`src/hdl/atdc_defines.svh`:
```
`ifndef ATDC_DEFINES_SVH
`define ATDC_DEFINES_SVH

`define ATDC_CTRL2_ADDR 8'h08
`define ATDC_STATUS_ADDR 8'h0c
`define ATDC_CTRL2_RESET 32'h0000_0000
`define ATDC_BIT_DMA 8
`define ATDC_BIT_ALIGN 11
`define ATDC_INJ_SEL_LO 12
`define ATDC_INJ_SEL_HI 14
`define ATDC_BIT_INJ_EN 15
`define ATDC_REG_SEL_LO 17
`define ATDC_REG_SEL_HI 19
`define ATDC_BIT_REG_EN 20
`define ATDC_BIT_INJ_SW 21
`define ATDC_BIT_REG_SW 22
`define ATDC_BIT_TVREF 23
`define ATDC_CTRL2_WMASK 32'h00fe_f900
`define ATDC_SW_CODE 3'h7
`define ATDC_RESP_OKAY 2'h0
`define ATDC_RESP_SLVERR 2'h2

`endif

```
`src/hdl/atdc_pkg.sv`:
```
package atdc_pkg;
  typedef struct packed {
    logic [31:0] ctrl;
    logic injPend;
    logic regPend;
    logic awHave;
    logic [7:0] awAddr;
    logic wHave;
    logic [31:0] wData;
    logic [3:0] wStrb;
    logic bValid;
    logic [1:0] bResp;
    logic rValid;
    logic [31:0] rData;
    logic [1:0] rResp;
    logic injStartOut;
    logic regStartOut;
  } atdc_state_s;

  typedef struct packed {
    logic [7:0] injEvents;
    logic [7:0] regEvents;
  } atdc_events_s;

  typedef struct packed {
    logic [7:0] syncA;
    logic [7:0] syncB;
    logic [7:0] prev;
  } atdc_sync_s;
endpackage

```
`src/hdl/atdc_trig_sel.sv`:
```
`timescale 1ns/1ps
`include "atdc_defines.svh"
module atdc_trig_sel
  import atdc_pkg::*;
(
  // clock and reset
  input wire logic mclk,
  input wire logic rstn,
  // trigger pins, one per code
  input wire logic [7:0] events,
  // control
  input wire logic [2:0] sel,
  input wire logic enable,
  // selected edge
  output logic fire
);
  atdc_sync_s sy_reg;
  atdc_sync_s sy_next;

  // two stages before anything looks at the pin
  always_comb begin
    sy_next.syncA = events;
    sy_next.syncB = sy_reg.syncA;
    sy_next.prev = sy_reg.syncB;
  end

  always_ff @(posedge mclk or negedge rstn) begin
    if (!rstn) begin
      sy_reg <= '0;
    end else begin
      sy_reg <= sy_next;
    end
  end

  // software code never fires from a pin
  assign fire = enable && (sel != `ATDC_SW_CODE)
                && sy_reg.syncB[sel] && !sy_reg.prev[sel];
endmodule

```
`src/hdl/atdc_control.sv`:
```
`timescale 1ns/1ps
`include "atdc_defines.svh"
// Behaviour
// - bit 8 enables dma requests; instance two never raises them
// - bit 11 selects result alignment: 0 right, 1 left
// - instances one and two: bits 14:12 pick injected trigger, codes 000 to 110 from pins
// - instance three: injected trigger codes map to its own timer list
// - bit 15 lets external events start injected group; 0 ignores them
// - instances one and two: bits 19:17 pick regular trigger source
// - instance three: regular trigger codes map to its own timer list
// - bit 20 lets external events start regular group
// - bit 21 with software code starts injected group; hardware clears on start
// - bit 22 with software code starts regular group; hardware clears on start
// - bit 23 enables temperature and reference channels, instance one only
module atdc_control
  import atdc_pkg::*;
#(
  parameter int INSTANCE = 1
)
(
  // clock and reset
  input wire logic mclk,
  input wire logic rstn,
  // axi4-lite write address
  input wire logic [7:0] awaddr,
  input wire logic awvalid,
  output logic awready,
  // axi4-lite write data
  input wire logic [31:0] wdata,
  input wire logic [3:0] wstrb,
  input wire logic wvalid,
  output logic wready,
  // axi4-lite write response
  output logic [1:0] bresp,
  output logic bvalid,
  input wire logic bready,
  // axi4-lite read
  input wire logic [7:0] araddr,
  input wire logic arvalid,
  output logic arready,
  output logic [31:0] rdata,
  output logic [1:0] rresp,
  output logic rvalid,
  input wire logic rready,
  // trigger pins, bit index is the select code
  input wire atdc_events_s trigPins,
  // converter side
  input wire logic injStarted,
  input wire logic regStarted,
  input wire logic regEoc,
  output logic injStart,
  output logic regStart,
  output logic dmaMode,
  output logic dmaReq,
  output logic leftAlign,
  output logic tempVrefOn
);
  atdc_state_s st_reg;
  atdc_state_s st_next;
  logic injFire;
  logic regFire;
  logic [31:0] wmask;
  logic [31:0] strbMask;
  logic [31:0] merged;
  logic doWrite;
  logic injSwGo;
  logic regSwGo;

  // pins are wired per instance so bit index equals code
  atdc_trig_sel injSel (
    .mclk(mclk),
    .rstn(rstn),
    .events(trigPins.injEvents),
    .sel(st_reg.ctrl[`ATDC_INJ_SEL_HI:`ATDC_INJ_SEL_LO]),
    .enable(st_reg.ctrl[`ATDC_BIT_INJ_EN]),
    .fire(injFire)
  );

  atdc_trig_sel regSel (
    .mclk(mclk),
    .rstn(rstn),
    .events(trigPins.regEvents),
    .sel(st_reg.ctrl[`ATDC_REG_SEL_HI:`ATDC_REG_SEL_LO]),
    .enable(st_reg.ctrl[`ATDC_BIT_REG_EN]),
    .fire(regFire)
  );

  // temperature bit only exists in instance one
  assign wmask = (INSTANCE == 1) ? `ATDC_CTRL2_WMASK
               : (`ATDC_CTRL2_WMASK & ~(32'h1 << `ATDC_BIT_TVREF));

  always_comb begin
    strbMask = {{8{st_reg.wStrb[3]}}, {8{st_reg.wStrb[2]}},
                {8{st_reg.wStrb[1]}}, {8{st_reg.wStrb[0]}}};
  end

  assign awready = !st_reg.awHave && !st_reg.bValid;
  assign wready = !st_reg.wHave && !st_reg.bValid;
  assign arready = !st_reg.rValid;
  assign doWrite = st_reg.awHave && st_reg.wHave && !st_reg.bValid;

  always_comb begin
    st_next = st_reg;
    merged = st_reg.ctrl;
    st_next.injStartOut = 1'b0;
    st_next.regStartOut = 1'b0;
    if (awvalid && awready) begin
      st_next.awHave = 1'b1;
      st_next.awAddr = awaddr;
    end
    if (wvalid && wready) begin
      st_next.wHave = 1'b1;
      st_next.wData = wdata;
      st_next.wStrb = wstrb;
    end
    if (doWrite) begin
      st_next.awHave = 1'b0;
      st_next.wHave = 1'b0;
      st_next.bValid = 1'b1;
      if (st_reg.awAddr == `ATDC_CTRL2_ADDR) begin
        st_next.bResp = `ATDC_RESP_OKAY;
        merged = strbMask & wmask;
        st_next.ctrl = (st_reg.ctrl & ~merged) | (st_reg.wData & merged);
      end else if (st_reg.awAddr == `ATDC_STATUS_ADDR) begin
        st_next.bResp = `ATDC_RESP_OKAY;
      end else begin
        st_next.bResp = `ATDC_RESP_SLVERR;
      end
    end
    if (st_reg.bValid && bready) begin
      st_next.bValid = 1'b0;
    end
    // hardware clears once the converter reports the start
    if (injStarted) begin
      st_next.ctrl[`ATDC_BIT_INJ_SW] = 1'b0;
    end
    if (regStarted) begin
      st_next.ctrl[`ATDC_BIT_REG_SW] = 1'b0;
    end
    // software-start request raised from a fresh set of the bit
    injSwGo = st_next.ctrl[`ATDC_BIT_INJ_SW] && !st_reg.ctrl[`ATDC_BIT_INJ_SW]
              && st_reg.ctrl[`ATDC_INJ_SEL_HI:`ATDC_INJ_SEL_LO] == `ATDC_SW_CODE;
    regSwGo = st_next.ctrl[`ATDC_BIT_REG_SW] && !st_reg.ctrl[`ATDC_BIT_REG_SW]
              && st_reg.ctrl[`ATDC_REG_SEL_HI:`ATDC_REG_SEL_LO] == `ATDC_SW_CODE;
    if (injSwGo) begin
      st_next.injPend = 1'b1;
    end
    if (regSwGo) begin
      st_next.regPend = 1'b1;
    end
    // software withdrawing the bit cancels a request not yet taken
    if (!st_next.ctrl[`ATDC_BIT_INJ_SW]) begin
      st_next.injPend = 1'b0;
    end
    if (!st_next.ctrl[`ATDC_BIT_REG_SW]) begin
      st_next.regPend = 1'b0;
    end
    // one pulse per request; pending only waits for the converter's answer
    st_next.injStartOut = injSwGo || injFire;
    st_next.regStartOut = regSwGo || regFire;
    if (arvalid && arready) begin
      st_next.rValid = 1'b1;
      if (araddr == `ATDC_CTRL2_ADDR) begin
        st_next.rData = st_reg.ctrl;
        st_next.rResp = `ATDC_RESP_OKAY;
      end else if (araddr == `ATDC_STATUS_ADDR) begin
        st_next.rData = {30'h0, st_reg.regPend, st_reg.injPend};
        st_next.rResp = `ATDC_RESP_OKAY;
      end else begin
        st_next.rData = 32'h0000_0000;
        st_next.rResp = `ATDC_RESP_SLVERR;
      end
    end else if (st_reg.rValid && rready) begin
      st_next.rValid = 1'b0;
    end
  end

  always_ff @(posedge mclk or negedge rstn) begin
    if (!rstn) begin
      st_reg <= '0;
      st_reg.ctrl <= `ATDC_CTRL2_RESET;
    end else begin
      st_reg <= st_next;
    end
  end

  assign bvalid = st_reg.bValid;
  assign bresp = st_reg.bResp;
  assign rvalid = st_reg.rValid;
  assign rdata = st_reg.rData;
  assign rresp = st_reg.rResp;
  assign injStart = st_reg.injStartOut;
  assign regStart = st_reg.regStartOut;
  // second instance has no dma path at all
  assign dmaMode = (INSTANCE != 2) && st_reg.ctrl[`ATDC_BIT_DMA];
  assign dmaReq = dmaMode && regEoc;
  assign leftAlign = st_reg.ctrl[`ATDC_BIT_ALIGN];
  assign tempVrefOn = (INSTANCE == 1) && st_reg.ctrl[`ATDC_BIT_TVREF];
endmodule

```
`config.mk`:
```
export PLATFORM = sky130hd
export DESIGN_NAME = atdc_control
export DESIGN_NICKNAME = d
export VERILOG_FILES = /design/src/hdl/atdc_pkg.sv /design/src/hdl/atdc_trig_sel.sv /design/src/hdl/atdc_control.sv
export VERILOG_INCLUDE_DIRS = /design/src /design/src/hdl
export SDC_FILE = /design/constraint.sdc
export NUM_CORES = 1
export LEC_CHECK = 0
export BUFFER_PORTS_ARGS = -buffer_cell sky130_fd_sc_hd__buf_2
export CORE_ASPECT_RATIO = 1.75
export CORE_UTILIZATION = 45
export DETAILED_ROUTE_END_ITERATION = 16
export MAX_ROUTING_LAYER = met4
export PLACE_DENSITY_LB_ADDON = 0.05
export SLEW_MARGIN = 5
export SYNTH_ARGS = -nofsm -noshare
export SYNTH_HDL_FRONTEND = slang
export SYNTH_SLANG_ARGS = --single-unit
```
`constraint.sdc`:
```
create_clock -name mclk -period 1.7 [get_ports mclk]
set_input_delay 0.17 -clock mclk [delete_from_list [all_inputs] [get_ports mclk]]
set_output_delay 0.17 -clock mclk [all_outputs]
set_load 0.02 [all_outputs]
```
== After elaboration in Yosys (flattened, before gate mapping) ==
Index checks and enable logic that the tools add are counted.
Storage, ports and cells
  register bits: 168
  input bits: 78
  output and inout port bits: 47
  logic and storage cells: 101
Operators by class
  order comparisons: 2
  equality and inequality tests: 10
  muxes and demuxes: 28
  bitwise gates (word level): 4
  reduce and logical (&&, ||, !) cells: 35
Operators with widths (number)
  two-way mux 23 bit: 2
  two-way mux 37 bit: 1
  two-way mux 34 bit: 1
  bitwise AND 32 x 24 -> 32 bit: 1
  bitwise AND 32 bit: 1
  equality test 8 x 4 -> 1 bit, second input constant: 4
  NOT 24 -> 32 bit: 1
  bitwise OR 32 bit: 1
  logical AND 1 bit: 20
  two-way mux 1 bit: 15
  binary-select mux 1 bit (select 3 bit): 4
  two-way mux 9 bit: 1
  zero test 1 bit: 8
  < comparator 3 x 4 -> 1 bit, second input constant: 2
  nonzero test 2 bit: 4
  equality test 3 bit, second input constant: 2
  != test 3 bit, second input constant: 2
  two-way mux 2 bit: 2
  two-way mux 4 bit: 1
  != test 2 x 1 -> 1 bit, second input constant: 2
  two-way mux 3 bit: 1
  logical OR 1 bit: 2
  AND reduction 2 bit: 1

== Depth between registers and ports, before layout ==
  depth after elaboration: 10
  mapped depth: 6
  gate-level depth less buffers: 5

== By module ==
From an unflattened synthesis, not the netlist that was laid out.
Unflattened totals
  cells, all modules: 304
  area total of the unflattened synthesis: 4017.6 um^2
By module, submodules not included
  atdc_control: instances 1, cells each 236, area each 2708.8 um^2, sequential area each 1526.5 um^2
  atdc_trig_sel: instances 2, cells each 34, area each 654.4 um^2, sequential area each 525.5 um^2

== Least setup slack after synthesis ==
No wires, ideal clock.
  kind: register to register
  from: register st_reg, in the netlist bvalid
  to: register st_reg[55] (netlist name)
  library setup time: 0.125 ns
  data arrival time: 1.852 ns
  data required time: 1.575 ns
  setup slack: -0.277 ns
  cell stages (with the launch flop): 6
  buffers on the path: 2
  clock period less this slack: 1.977 ns
  cell sequence: dfrtp_1 > nor2_1 > and2_1 > clkbuf_1 > buf_2 > mux2_2
On the way
  cells in the longest elaborated chain, start to end: 3
Ends and longest elaborated chain
  start: declaration: RTL line atdc_control.sv:58  | atdc_state_s st_reg;
  start signal: assignment: RTL line atdc_control.sv:183  | st_reg <= st_next;
  zero test 1 bit: RTL line atdc_control.sv:98  | assign wready = !st_reg.wHave && !st_reg.bValid;
  logical AND 1 bit: RTL line atdc_control.sv:98
  net wready: RTL line atdc_control.sv:32  | output logic wready,
  logical AND 1 bit: RTL line atdc_control.sv:111  | if (wvalid && wready) begin
The timed path passes the listed nets, and every way through them passes these cells.
A chain may end at the register's enable or synchronous reset.

==> results_dict.tcl <==
set metrics [dict create \
    final_util_pct 57.44 \
    drtIter0Drc 149 \
    tritoncts "built" \
    hp-class "in2reg" \
    crit_fanout 6 \
    ys_seq_area_share_pct 64.72 \
    gp_congestion 0.7744 \
    synth_edf_count 0 \
    dr_total_vias 2502 \
    std_cell_rows 45 \
    first_global_vias 2477 \
    synth_top_area_share_pct 64.72 \
    grt_pass1_wl_um 11420 \
    drv_cap 0 \
    comb_power_share_pct 18.1 \
    synth.cell_area_um2 3983 \
    finalPower_mw 6.353 \
    max-vdd-ir-drop_v 0.0007672 \
    insertedDiodeCount 0 \
    cell_internal_pwr_mw 4.673 \
    wl_per_cell_um 12.80 \
    drive_above_1_share_pct 35.48 \
    rr_worst_depth 5 \
    ys_seq_elements 103 \
    clock_power_share_pct 32.1 \
    clk_pin_slew_ps 70 \
    hold_viol_final 0 \
    p_sw_mw 1.680 \
    numPortBuffers 82 \
    clockBufferDepth 2 \
    drv_slew 0 \
    drt_first_pass_iters 4 \
    start_util_pct 46.23 \
    drc 0 \
    grt_setup_unrepaired "yes" \
    critical_path_class "reg2reg" \
    placed_cells 502 \
    wirelength_um 6875 \
    powerDensity_nw_per_um2 1284 \
    min_period_over_period_pct 98.45 \
    syn_avg_cell_area_um2 12.37 \
    period_minus_slack_ps 1674 \
    die_x_um 73.12 \
    status "completed" \
    swShare_pct 26.45 \
    endpoint_kind "flip-flop" \
    whs_path_depth 3 \
    cts.sink_count 103 \
    finalNetCount 493 \
    ys.flop_type "dfrtp_1" \
    netlist-cell-type-count 40 \
    start_kind "flip-flop" \
    ys_async_sr_fraction_pct 100.0 \
    syn_inst 322 \
    synthTopCellsByCount "dfrtp_1 (103), nand2_1 (52), buf_4 (37)" \
    yosys_warnings 0 \
    antenna_found_initial 0 \
    hpwl_um 4881 \
    cts_made_buffers 9 \
    gr-total-overflow 0 \
    final_cells 537 \
    skew_ps 5.333 \
    io_pins 125 \
    dieArea_um2 9245 \
    seq_power_share_pct 49.8 \
    core_area_um2 8615 \
    yosysMostFrequentCell "dfrtp_1" \
    grt_max_degree 49 \
    clock_latency_ps 340 \
    required_ps 1920 \
    cp_data_arrival_time_ps 1900 \
    grt.total_usage_pct 17.17 \
    root_buffer "clkbuf_16" \
    synth_area_leaders "dfrtp_1 (65%), mux2_2 (7.9%), buf_4 (7.0%)" \
    fmax_mhz 597.5 \
    synth_largest_area_cell "dfrtp_1" \
    p_leak_nw 2.371 \
    via_per_inst 4.659 \
    cts-htree-levels 3 \
    ant_nets 0 \
    area_growth_pct 24.25 \
    die_h_um 126.5 \
    final-setup-viol-count 0 \
]
-- critical path, cell delays in order, from the launching register on --
cell and delay [ps]:
dfrtp_1 380, or4b_4 560, nor2b_4 150, nand3_2 70, buf_6 140, mux2_2 260
-- logic make-up (layout without fill, tap and decap cells) --
group	after synthesis	in the layout	share of synthesized area (%)
AO/OA/AOI/OAI	41	41	6.126
buffers and inverters	57	137	8.954
flip-flops	103	103	64.72
multiplexers	29	29	8.168
other	1	19	0.09416
AND/OR/NAND/NOR	91	91	11.94
-- timing repair --
action | CTS | global route
buffers inserted | 1 | 0
hold endpoints to repair | 46 | 0
setup endpoints to repair | 15 | 17
hold buffers | 18 | 0
pin swaps | 0 | 7
resized for setup | 1 | 8
-- layer usage --
metal	track usage, %	part of all wire, %	up-vias
li1	-	-	1214
met4	7.958	1.9	0
met2	27.51	52	71
met1	20.03	42	1207
met5	-	0	-
met3	4.210	4.3	10
-- cell type report --
type	count	area [um^2]
tap	117	146.4
clock buffer	12	246.5
sequential	103	2577
inverter	10	37.54
multi-input combinational	180	1166
timing repair buffer	111	720.7
clock inverter	4	53.80
fill	782	3666
-- metrics by stage --
stage / setup slack [ps] / TNS, ps / cell area [um^2] / hold WS [ps]
final: 26.29 / 0 / 4949 / 30.62
after global routing: -28.61 / -199.2 / 4949 / 29.94
after CTS: -24.82 / -107.6 / 4902 / 15.44
after detailed placement: -86.68 / -361.1 / 4413 / 143.8
after global placement: -50.67 / -158.2 / 4413 / 139.8
after floorplan: 1.757 / 0 / 4063 / -125.6
-- placed cells by master, fill, tap and decap left out, drive strengths merged, types with 3 or more instances in the layout --
master       Yosys  routed
dfrtp          103     103
buf             40      93
nand2           53      53
mux2            28      28
conb             1      19
a21oi           18      18
dlygate4sd3      0      18
clkbuf           7      12
inv             10      11
o21ai           10      10
nand3            6       6
nor2             6       6
nor3b            4       4
nand2b           3       3
and2             3       3
-- worst paths after layout --
path	from	end	slack, ps
worst max-delay path	st_reg[78]	flip-flop	30
worst min-delay path	wstrb[2]	st_reg[42]	30
worst max register to register	st_reg[78]	flip-flop	30
worst min register to register	regSel.sy_next[13]	regSel.sy_next[5]	350
max in group asynchronous	rstn	regSel.sy_reg[0]	800
min in group asynchronous	rstn	bvalid	310
-- power groups by stage --
| stage | combinational, mW | clock [mW] | sequential (mW) |
|---|---|---|---|
| detailed placement | 1.10 | 0 | 3.21 |
| CTS | 1.14 | 2.11 | 3.16 |
| finish | 1.15 | 2.04 | 3.16 |
| global placement | 1.08 | 0 | 3.18 |
| global route | 1.27 | 2.19 | 3.24 |
| floorplan | 0.834 | 0 | 3.14 |
(Power assumes the default switching activity.)
